<file path="src/verilog/serial_port_defs.vh">
`ifndef SERIAL_PORT_DEFS_VH
`define SERIAL_PORT_DEFS_VH

// Special function register addresses
`define SFR_ADDR_CONTROL  8'h98
`define SFR_ADDR_BUFFER   8'h99
`define SFR_ADDR_POWER    8'h87

// Port control register fields
`define CTL_MODE_HI       7
`define CTL_MODE_LO       6
`define CTL_MULTIPROC     5
`define CTL_RX_ENABLE     4
`define CTL_TX_NINTH      3
`define CTL_RX_NINTH      2
`define CTL_TX_DONE       1
`define CTL_RX_DONE       0
`define CTL_RESET         8'h00

// Power control register fields
`define PWR_BAUD_DOUBLE   7
`define PWR_RESET         8'h00

// Mode encodings
`define MODE_SHIFT        2'h0
`define MODE_ASYNC8       2'h1
`define MODE_FIXED9       2'h2
`define MODE_VAR9         2'h3

// Timing counts in oscillator clocks (shift, prescaler) and in baud ticks (bit phase)
`define SHIFT_BIT_CLKS    4'hc
`define SHIFT_CLK_HALF    4'h6
`define FIXED_TICK_SLOW   2'h3
`define FIXED_TICK_FAST   2'h1
`define TICKS_PER_BIT     4'hf
`define TICK_MID_SAMPLE   4'h7

// Frame lengths in bits
`define FRAME_BITS_8      4'ha
`define FRAME_BITS_9      4'hb
`define RX_SAMPLE_BITS    4'h9
`define SHIFT_DATA_BITS   4'h8

`endif

</file>
<file path="src/verilog/four_mode_serial_port.v">
`include "serial_port_defs.vh"

module serial_fifo #(
  parameter WIDTH = 8,
  parameter DEPTH = 32,
  parameter AW    = 5
) (
  input  wire             clk_i,      // Clock
  input  wire             reset_n_i,  // Async reset, low
  input  wire             in_valid_i, // Push request
  output wire             in_ready_o, // Space available
  input  wire [WIDTH-1:0] in_data_i,  // Push data
  output wire             out_valid_o,// Data available
  input  wire             out_ready_i,// Pop request
  output wire [WIDTH-1:0] out_data_o  // Head data
);
  reg [WIDTH-1:0] mem_q [0:DEPTH-1];
  reg [AW-1:0]    wr_ptr_q;
  reg [AW-1:0]    rd_ptr_q;
  reg [AW:0]      count_q;
  wire            push;
  wire            pop;

  // Honest flags straight from the occupancy count
  assign in_ready_o  = (count_q != DEPTH[AW:0]);
  assign out_valid_o = (count_q != {(AW+1){1'b0}});
  assign out_data_o  = mem_q[rd_ptr_q];
  assign push        = in_valid_i & in_ready_o;
  assign pop         = out_valid_o & out_ready_i;

  // Storage, no reset needed on data
  always @(posedge clk_i) begin
    if (push) begin
      mem_q[wr_ptr_q] <= in_data_i;
    end
  end

  // Pointers wrap; depth must be a power of two
  always @(posedge clk_i or negedge reset_n_i) begin
    if (!reset_n_i) begin
      wr_ptr_q <= {AW{1'b0}};
      rd_ptr_q <= {AW{1'b0}};
      count_q  <= {(AW+1){1'b0}};
    end else begin
      if (push) begin
        wr_ptr_q <= wr_ptr_q + 1'b1;
      end
      if (pop) begin
        rd_ptr_q <= rd_ptr_q + 1'b1;
      end
      if (push && !pop) begin
        count_q <= count_q + 1'b1;
      end else if (pop && !push) begin
        count_q <= count_q - 1'b1;
      end
    end
  end
endmodule // serial_fifo

module four_mode_serial_port #(
  parameter TXQ_DEPTH = 32,
  parameter TXQ_AW    = 5
) (
  input  wire       core_clk_i,   // 50 MHz oscillator clock
  input  wire       reset_n_i,    // Async reset, active low
  input  wire [7:0] sfr_addr_i,   // Register address
  input  wire       sfr_wr_i,     // Write strobe
  input  wire       sfr_rd_i,     // Read strobe
  input  wire [7:0] sfr_wdata_i,  // Write data
  output reg  [7:0] sfr_rdata_o,  // Read data, next cycle
  input  wire       t1_ovf_i,     // Timer 1 overflow pulse
  input  wire       rxd_i,        // Receive pin level
  output reg        rxd_o,        // Receive pin drive (mode 0)
  output reg        rxd_oe_o,     // Receive pin enable
  output reg        txd_o,        // Transmit pin
  output reg        irq_o,        // Serial interrupt request
  output reg        txq_ready_o   // Transmit queue has room
);
  reg  [7:0] ctl_q;
  reg  [7:0] pwr_q;
  reg  [7:0] rx_buf_q;
  reg        rxd_meta_q;
  reg        rxd_sync_q;
  reg        rxd_prev_q;
  reg  [1:0] pre_q;
  reg        ovf_half_q;
  reg  [3:0] tx_phase_q;
  reg  [3:0] rx_phase_q;
  reg [10:0] tx_shift_q;
  reg  [3:0] tx_left_q;
  reg        tx_busy_q;
  localparam RX_IDLE  = 3'b001;
  localparam RX_START = 3'b010;
  localparam RX_DATA  = 3'b100;
  reg  [2:0] rx_state_q;
  reg  [8:0] rx_shift_q;
  reg  [3:0] rx_got_q;
  reg        m0_busy_q;
  reg        m0_is_rx_q;
  reg  [3:0] m0_clk_q;
  reg  [3:0] m0_left_q;
  reg  [7:0] m0_shift_q;
  reg        tx_done_set;
  reg        rx_done_set;
  reg        rx_load;
  reg  [7:0] rx_load_data;
  reg        rx_load_ninth;
  reg        tick;

  wire [1:0] mode       = {ctl_q[`CTL_MODE_HI], ctl_q[`CTL_MODE_LO]};
  wire       dbl        = pwr_q[`PWR_BAUD_DOUBLE];
  wire       wr_ctl     = sfr_wr_i && (sfr_addr_i == `SFR_ADDR_CONTROL);
  wire       wr_buf     = sfr_wr_i && (sfr_addr_i == `SFR_ADDR_BUFFER);
  wire       wr_pwr     = sfr_wr_i && (sfr_addr_i == `SFR_ADDR_POWER);
  wire       q_valid;
  wire [7:0] q_data;
  wire       q_ready;
  // Async frames start on a tick, else the start bit comes out short by up to one tick
  wire       q_pop      = q_valid && !tx_busy_q && !m0_busy_q && (tick || (mode == `MODE_SHIFT));
  wire       tick_end   = tick && (tx_phase_q == `TICKS_PER_BIT);
  wire       rx_sample  = tick && (rx_phase_q == `TICK_MID_SAMPLE);
  wire       m0_rx_go   = (mode == `MODE_SHIFT) && !m0_busy_q && !q_valid &&
                          ctl_q[`CTL_RX_ENABLE] && !ctl_q[`CTL_RX_DONE];

  // Buffer writes queue for the transmitter; a full queue drops the write
  serial_fifo #(
    .WIDTH (8),
    .DEPTH (TXQ_DEPTH),
    .AW    (TXQ_AW)
  ) u_txq (
    .clk_i       (core_clk_i),
    .reset_n_i   (reset_n_i),
    .in_valid_i  (wr_buf),
    .in_ready_o  (q_ready),
    .in_data_i   (sfr_wdata_i),
    .out_valid_o (q_valid),
    .out_ready_i (q_pop),
    .out_data_o  (q_data)
  );

  // Sixteen ticks per bit in the asynchronous modes
  always @* begin
    case (mode)
      `MODE_FIXED9: tick = (pre_q == 2'h0);
      `MODE_ASYNC8,
      `MODE_VAR9:   tick = t1_ovf_i && (dbl || ovf_half_q);
      default:      tick = 1'b0;
    endcase
  end

  // Prescaler: 4 clocks per tick gives osc/64, 2 gives osc/32
  always @(posedge core_clk_i or negedge reset_n_i) begin
    if (!reset_n_i) begin
      pre_q      <= 2'h0;
      ovf_half_q <= 1'b0;
    end else begin
      if (pre_q == 2'h0) begin
        pre_q <= dbl ? `FIXED_TICK_FAST : `FIXED_TICK_SLOW;
      end else begin
        pre_q <= pre_q - 2'h1;
      end
      if (t1_ovf_i) begin
        ovf_half_q <= ~ovf_half_q; // Halves overflow rate when not doubled
      end
    end
  end

  // Pin synchroniser; the second stage feeds logic, the third only the falling-edge detector
  always @(posedge core_clk_i or negedge reset_n_i) begin
    if (!reset_n_i) begin
      rxd_meta_q <= 1'b1;
      rxd_sync_q <= 1'b1;
      rxd_prev_q <= 1'b1;
    end else begin
      rxd_meta_q <= rxd_i;
      rxd_sync_q <= rxd_meta_q;
      rxd_prev_q <= rxd_sync_q;
    end
  end

  // Asynchronous transmitter, independent of the receiver
  always @(posedge core_clk_i or negedge reset_n_i) begin
    if (!reset_n_i) begin
      tx_phase_q <= 4'h0;
      tx_shift_q <= 11'h7ff;
      tx_left_q  <= 4'h0;
      tx_busy_q  <= 1'b0;
    end else begin
      if (tick) begin
        tx_phase_q <= tx_phase_q + 4'h1;
      end
      if (q_pop && (mode != `MODE_SHIFT)) begin
        // Stop, ninth (or stop again in mode 1), data LSB first, start
        tx_shift_q <= {1'b1, (mode == `MODE_ASYNC8) ? 1'b1 : ctl_q[`CTL_TX_NINTH],
                       q_data, 1'b0};
        tx_left_q  <= (mode == `MODE_ASYNC8) ? `FRAME_BITS_8 : `FRAME_BITS_9;
        tx_busy_q  <= 1'b1;
        tx_phase_q <= 4'h0;
      end else if (tx_busy_q && tick_end) begin
        tx_shift_q <= {1'b1, tx_shift_q[10:1]};
        tx_left_q  <= tx_left_q - 4'h1;
        if (tx_left_q == 4'h1) begin
          tx_busy_q <= 1'b0;
        end
      end
    end
  end

  // Asynchronous receiver state machine
  always @(posedge core_clk_i or negedge reset_n_i) begin
    if (!reset_n_i) begin
      rx_state_q <= RX_IDLE;
      rx_phase_q <= 4'h0;
      rx_shift_q <= 9'h000;
      rx_got_q   <= 4'h0;
    end else begin
      if (tick) begin
        rx_phase_q <= rx_phase_q + 4'h1;
      end
      case (rx_state_q)
        RX_IDLE: begin
          // Falling edge realigns the bit timing to the start bit
          if ((mode != `MODE_SHIFT) && ctl_q[`CTL_RX_ENABLE] &&
              rxd_prev_q && !rxd_sync_q) begin
            rx_state_q <= RX_START;
            rx_phase_q <= 4'h0;
          end
        end
        RX_START: begin
          if (rx_sample) begin
            rx_got_q   <= 4'h0;
            rx_state_q <= rxd_sync_q ? RX_IDLE : RX_DATA; // Glitch rejected
          end
        end
        RX_DATA: begin
          if (rx_sample) begin
            // Nine samples: data then stop (mode 1) or ninth (modes 2/3)
            rx_shift_q <= {rxd_sync_q, rx_shift_q[8:1]};
            rx_got_q   <= rx_got_q + 4'h1;
            if (rx_got_q == (`RX_SAMPLE_BITS - 4'h1)) begin
              rx_state_q <= RX_IDLE; // Mode 2/3 stop bit never sampled
            end
          end
        end
        default: begin
          rx_state_q <= RX_IDLE;
        end
      endcase
      if (mode == `MODE_SHIFT) begin
        rx_state_q <= RX_IDLE;
      end
    end
  end

  // Mode 0 engine; shares both pins, so only one direction at a time
  always @(posedge core_clk_i or negedge reset_n_i) begin
    if (!reset_n_i) begin
      m0_busy_q  <= 1'b0;
      m0_is_rx_q <= 1'b0;
      m0_clk_q   <= 4'h0;
      m0_left_q  <= 4'h0;
      m0_shift_q <= 8'h00;
    end else begin
      if (q_pop && (mode == `MODE_SHIFT)) begin
        m0_busy_q  <= 1'b1;
        m0_is_rx_q <= 1'b0;
        m0_shift_q <= q_data;
        m0_clk_q   <= 4'h0;
        m0_left_q  <= `SHIFT_DATA_BITS;
      end else if (m0_rx_go) begin
        m0_busy_q  <= 1'b1;
        m0_is_rx_q <= 1'b1;
        m0_clk_q   <= 4'h0;
        m0_left_q  <= `SHIFT_DATA_BITS;
      end else if (m0_busy_q) begin
        if (m0_clk_q == (`SHIFT_BIT_CLKS - 4'h1)) begin
          m0_clk_q   <= 4'h0;
          m0_left_q  <= m0_left_q - 4'h1;
          if (!m0_is_rx_q) begin
            m0_shift_q <= {1'b0, m0_shift_q[7:1]};
          end
          if (m0_left_q == 4'h1) begin
            m0_busy_q <= 1'b0;
          end
        end else begin
          m0_clk_q <= m0_clk_q + 4'h1;
        end
        // Receive samples at the rising edge of the shift clock
        if (m0_is_rx_q && (m0_clk_q == `SHIFT_CLK_HALF)) begin
          m0_shift_q <= {rxd_sync_q, m0_shift_q[7:1]};
        end
      end
      if (mode != `MODE_SHIFT) begin
        m0_busy_q <= 1'b0;
      end
    end
  end

  // Completion events for both directions
  always @* begin
    tx_done_set   = 1'b0;
    rx_done_set   = 1'b0;
    rx_load       = 1'b0;
    rx_load_data  = rx_shift_q[8:1];
    rx_load_ninth = rxd_sync_q;
    if (tx_busy_q && tick_end && (tx_left_q == 4'h1)) begin
      tx_done_set = 1'b1;
    end
    if (m0_busy_q && (m0_clk_q == (`SHIFT_BIT_CLKS - 4'h1)) && (m0_left_q == 4'h1)) begin
      if (m0_is_rx_q) begin
        rx_load      = 1'b1;
        rx_load_data = m0_shift_q;
        rx_done_set  = 1'b1;
      end else begin
        tx_done_set  = 1'b1;
      end
    end
    if ((rx_state_q == RX_DATA) && rx_sample && (rx_got_q == (`RX_SAMPLE_BITS - 4'h1))) begin
      // Unread buffer keeps the older byte; the new one is lost
      if (!ctl_q[`CTL_RX_DONE] &&
          (!ctl_q[`CTL_MULTIPROC] || rxd_sync_q)) begin
        rx_load      = 1'b1;
        rx_load_data = rx_shift_q[8:1];
        rx_done_set  = 1'b1;
      end
    end
  end

  // Registers; hardware set of a done flag beats a software clear
  always @(posedge core_clk_i or negedge reset_n_i) begin
    if (!reset_n_i) begin
      ctl_q    <= `CTL_RESET;
      pwr_q    <= `PWR_RESET;
      rx_buf_q <= 8'h00;
    end else begin
      if (wr_ctl) begin
        ctl_q <= sfr_wdata_i;
      end
      if (wr_pwr) begin
        pwr_q <= sfr_wdata_i;
      end
      if (rx_load) begin
        rx_buf_q <= rx_load_data;
        if (mode != `MODE_SHIFT) begin
          ctl_q[`CTL_RX_NINTH] <= rx_load_ninth;
        end
      end
      if (tx_done_set) begin
        ctl_q[`CTL_TX_DONE] <= 1'b1;
      end
      if (rx_done_set) begin
        ctl_q[`CTL_RX_DONE] <= 1'b1;
      end
    end
  end

  // Registered outputs: read data, pins, interrupt, queue room
  always @(posedge core_clk_i or negedge reset_n_i) begin
    if (!reset_n_i) begin
      sfr_rdata_o <= 8'h00;
      rxd_o       <= 1'b1;
      rxd_oe_o    <= 1'b0;
      txd_o       <= 1'b1;
      irq_o       <= 1'b0;
      txq_ready_o <= 1'b1;
    end else begin
      if (sfr_rd_i) begin
        case (sfr_addr_i)
          `SFR_ADDR_CONTROL: sfr_rdata_o <= ctl_q;
          `SFR_ADDR_BUFFER:  sfr_rdata_o <= rx_buf_q;
          `SFR_ADDR_POWER:   sfr_rdata_o <= pwr_q;
          default:           sfr_rdata_o <= 8'h00;
        endcase
      end
      // Mode 0: txd is the shift clock, low for the first half-bit
      if (m0_busy_q) begin
        txd_o    <= (m0_clk_q >= `SHIFT_CLK_HALF);
        rxd_oe_o <= !m0_is_rx_q;
        rxd_o    <= m0_shift_q[0];
      end else begin
        txd_o    <= (mode == `MODE_SHIFT) ? 1'b1 : tx_shift_q[0];
        rxd_oe_o <= 1'b0;
        rxd_o    <= 1'b1;
      end
      irq_o       <= ctl_q[`CTL_TX_DONE] | ctl_q[`CTL_RX_DONE];
      txq_ready_o <= q_ready;
    end
  end
endmodule // four_mode_serial_port

</file>
<file path="config.mk">
export PLATFORM = sky130hd
export DESIGN_NAME = four_mode_serial_port
export DESIGN_NICKNAME = d
export VERILOG_FILES = /design/src/verilog/four_mode_serial_port.v
export VERILOG_INCLUDE_DIRS = /design/src /design/src/verilog
export SDC_FILE = /design/constraint.sdc
export NUM_CORES = 1
export LEC_CHECK = 0
export ABC_AREA = 0
export BUFFER_PORTS_ARGS = -buffer_cell sky130_fd_sc_hd__clkbuf_2
export CAP_MARGIN = 20
export CORE_ASPECT_RATIO = 0.7
export CORE_MARGIN = 4
export CORE_UTILIZATION = 60
export DETAILED_ROUTE_END_ITERATION = 6
export MAX_ROUTING_LAYER = met4
export PLACE_DENSITY = 0.8
export SYNTH_ARGS = -nofsm -noshare
export SYNTH_HDL_FRONTEND = slang
export SYNTH_SLANG_ARGS = --single-unit
export TNS_END_PERCENT = 30
</file>
<file path="constraint.sdc">
create_clock -name core_clk_i -period 4.39 [get_ports core_clk_i]
set_input_delay 0 -clock core_clk_i [delete_from_list [all_inputs] [get_ports core_clk_i]]
set_output_delay 0 -clock core_clk_i [all_outputs]
set_load 0.005 [all_outputs]
</file>
==> results.toml <==
[placed_design]
place_area_um2 = 16000
gpl.final_weighted_congestion = 0.851
detailed_place_hpwl_mm = 21.4
dp.cells = 1356
port_buffers = 34

[timing]
tightest_slew_ns = 1.00
final_min_period_over_clock_period_pct = 80.2
finalSetupViolations = 0
hold_viol = 0
rsz0062_at_grt = "false"
setup_total_negative_slack_ns = 0
skew_ns = 0.0352
achievable-frequency_ghz = 0.284
max_slew_headroom_pct = 32.9
timing.final.crit_period_ns = 3.52
timing_max_transition_violations_final = 0

[die]
initial_core_util_pct = 60.9
floorplan.die_area_um2 = 28700
num_rows = 49
top_level_ports = 35
die_x_um = 201
fp.dieH_um = 143
core_area_um2 = 25600

[cts]
cts_setup_buffers = 0
cts_tree = "yes"
ctsHtreeMaxLevel = 2
postCtsHoldBufs = 5
clock-sinks = 371
cts_max_path_buffers = 3
post_cts_resized = 0
worstSkewPairLatency_ns = 0.53
cts-buffers-inserted = 36
root_cell_of_the_clock_tree = "sky130_fd_sc_hd__clkbuf_16"
clock_input_transition_at_the_sequential_cells_of_the_worst_setup_and_hold_paths_ns = 0.06

[worst_setup_path]
path_cells = "or4_4 > o31ai_2 > a21oi_1 > inv_1 > ha_1 > inv_1 > ha_1 > a21oi_1 > nand2_1 > a31oi_1 > mux2i_1 > xnor2_1"
worst-endpoint-required_ns = 4.83
timing.critical_path.to = "u_txq.count_q[5]"
setup.worst_path.end_class = "flop"
crit_family = "compound AO/OA/AOI/OAI gates"
r2r_slack_ns = 0.87
cp.arrival_ns = 3.96
longest_individual_stage_delay_on_the_worst_path_ns = 0.56
critical_path.n_buffers_inverters = 2
cp-startpoint = "u_txq.count_q[0]"
critical-path-slowest-cell = "sky130_fd_sc_hd__or4_4"
worstRegToRegCells = 12
regToRegStartpoint = "u_txq.count_q[0]"
reg2reg_to = "u_txq.count_q[5]"
critPathMaxFanout = 7
path_depth = 12
critical_path.startpoint_type = "flop"
timing_worst_setup_path_type = "flop to flop"

[layout]
regArea_um2 = 10600
utilization_pct = 67.5
drive_gt1_share_pct = 16.7
fillers = 1663
area.growth.synth_to_final_pct = 10.8
fin_cells = 1426
design_area_um2 = 17300
antenna_cells_inserted = 0
final_nets = 1113
multi_input_area_um2 = 4690

[synthesis]
yosys-top-cells-area = "sky130_fd_sc_hd__edfxtp_1 49%, sky130_fd_sc_hd__dfrtp_1 16%, sky130_fd_sc_hd__mux2i_1 8.3%, sky130_fd_sc_hd__mux4_2 3.3%, sky130_fd_sc_hd__dfstp_2 2.9%"
synth-warning-count = 0
synth_enable_flop_cells = 256
synth_fp_nets = 1070
synth-main-ff-cell = "sky130_fd_sc_hd__edfxtp_1"
yosys.area.top_type_share_pct = 49.2
netlist_top_cells_count = "256 x sky130_fd_sc_hd__edfxtp_1, 129 x sky130_fd_sc_hd__mux2i_1, 98 x sky130_fd_sc_hd__dfrtp_1"
synthesis.instances = 1026
ys_seq_area_share_pct = 67.8
synth_async_sr_flop_share_pct = 31.0
synthesis_stage_register_bit_count = 371
synthDistinctLibCells = 64
netlist_area_um2 = 15600
netlist.top_cell.by_area = "sky130_fd_sc_hd__edfxtp_1"
syn_avg_cell_area_um2 = 15.2
yosysMostFrequentCell = "sky130_fd_sc_hd__edfxtp_1"

[flow_run]
max-cap-violations = 0

[routing]
antenna_violating_nets_post_route = 0
detail_route.vias_per_cell = 6.31
via_count = 9005
wirelength_mm = 33.7
detailedRoute.firstPassIterationCount = 5
detail_route.drc_violations = 0
initialDrtViolationCount = 932
wl_per_cell_um = 23.7

[global_route]
grt_pass1_vias = 8559
grt_first_pass_wirelength_mm = 52.0
grt_overflow = 0
global_route.usage.total_pct = 24.4
initial_antenna_violation_count = 0
grt_start_max_net_pins = 72

[power_and_ir_drop]
power_leakage_nw = 6.51
irDropWorstVdd_uv = 499
total_power_mw = 9.85
power.density_cell_area_nw_per_um2 = 569

[run_status]
status = "complete, no violations"

[worst_hold_path]
hp-class = "input port to flop"
## cell type report
class / instances / share of cell area, %
Inverter: 27 / 0.586
Timing Repair Buffer: 47 / 1.68
Sequential cell: 371 / 61.2
Multi-Input combinational cell: 586 / 27.1
Tap cell: 331 / 2.39
Clock inverter: 13 / 1.04
Clock buffer: 51 / 5.96
## cell families after synthesis
family | synth area share (%)
muxes | 13.9
AOI/OAI and AO/OA | 5.97
DFF | 67.8
and+or+nand+nor | 7.01
buffers and inverters | 2.15
adders and majority gates | 1.81
xor gates and xnor gates | 1.35
## power by group
group | switching [mW] | internal, mW | leakage [nW]
Sequential | 0.433 | 3.99 | 3.69
Clock | 1.28 | 1.88 | 0.587
Combinational | 1.26 | 1.00 | 2.24
## worst reg2reg max path, stage by stage (launching register included)
cell                      delay (ns)
sky130_fd_sc_hd__dfrtp_1        0.43
sky130_fd_sc_hd__or4_4          0.56
sky130_fd_sc_hd__o31ai_2        0.53
sky130_fd_sc_hd__a21oi_1        0.27
sky130_fd_sc_hd__inv_1          0.13
sky130_fd_sc_hd__ha_1           0.22
sky130_fd_sc_hd__inv_1          0.15
sky130_fd_sc_hd__ha_1           0.33
sky130_fd_sc_hd__a21oi_1        0.16
sky130_fd_sc_hd__nand2_1        0.10
sky130_fd_sc_hd__a31oi_1        0.20
sky130_fd_sc_hd__mux2i_1        0.23
sky130_fd_sc_hd__xnor2_1        0.13
## sequential cells by signal, summed over array words and instances (netlist names), 5 cells and up
| register | flops |
|---|---|
| u_txq.wr_ptr_q | 5 |
| u_txq.mem_q | 256 |
| ctl_q | 8 |
| m0_shift_q | 8 |
| u_txq.count_q | 6 |
| rx_buf_q | 8 |
| sfr_rdata_o | 8 |
| rx_shift_q | 8 |
| pwr_q | 8 |
| tx_shift_q | 10 |
| u_txq.rd_ptr_q | 5 |
## metrics by stage
step                hold slack (ns)  setup slack [ns]
CTS                       0.0000223             0.899
global placement             0.0883              1.03
detailed placement           0.0888             0.918
global route                 0.0444             0.695
finish                       0.0110             0.870
floorplan                    -0.296              1.30
## metal layers
| metal | global-route usage [%] | routed length, um | vias up |
|---|---|---|---|
| met2 | 33.0 | 14300 | 440 |
| met1 | 36.7 | 15100 | 4531 |
| met4 | 5.83 | 558 | 0 |
| li1 | - | - | 3991 |
| met3 | 7.58 | 3790 | 43 |
| met5 | - | 0 | - |
## worst min path at each step
stage	startpoint	to	slack (ns)	depth (start not counted)
after global routing	sfr_addr_i[6]	sfr_rdata_o[0]	0.04	4
after global placement	rxd_i	rxd_meta_q	0.09	1
after detailed placement	rxd_i	rxd_meta_q	0.09	1
after floorplan	reset_n_i	ctl_q[0]	-0.30	0
after CTS	sfr_addr_i[6]	sfr_rdata_o[0]	0.00002	4
final	sfr_addr_i[6]	sfr_rdata_o[0]	0.01	4
## layout by cell type, fill, tap and decap left out, types with 21 or more instances in the layout
cell type,n
sky130_fd_sc_hd__mux2i_1,129
sky130_fd_sc_hd__ha_1,21
sky130_fd_sc_hd__nor2_1,93
sky130_fd_sc_hd__clkbuf_16,39
sky130_fd_sc_hd__o22ai_1,33
sky130_fd_sc_hd__mux4_2,23
sky130_fd_sc_hd__mux2_2,32
sky130_fd_sc_hd__clkbuf_2,33
sky130_fd_sc_hd__a21oi_1,22
sky130_fd_sc_hd__inv_1,27
sky130_fd_sc_hd__edfxtp_1,256
sky130_fd_sc_hd__dfrtp_1,95
sky130_fd_sc_hd__nand2_1,41
No activity file was read; power rests on OpenSTA's default activity.
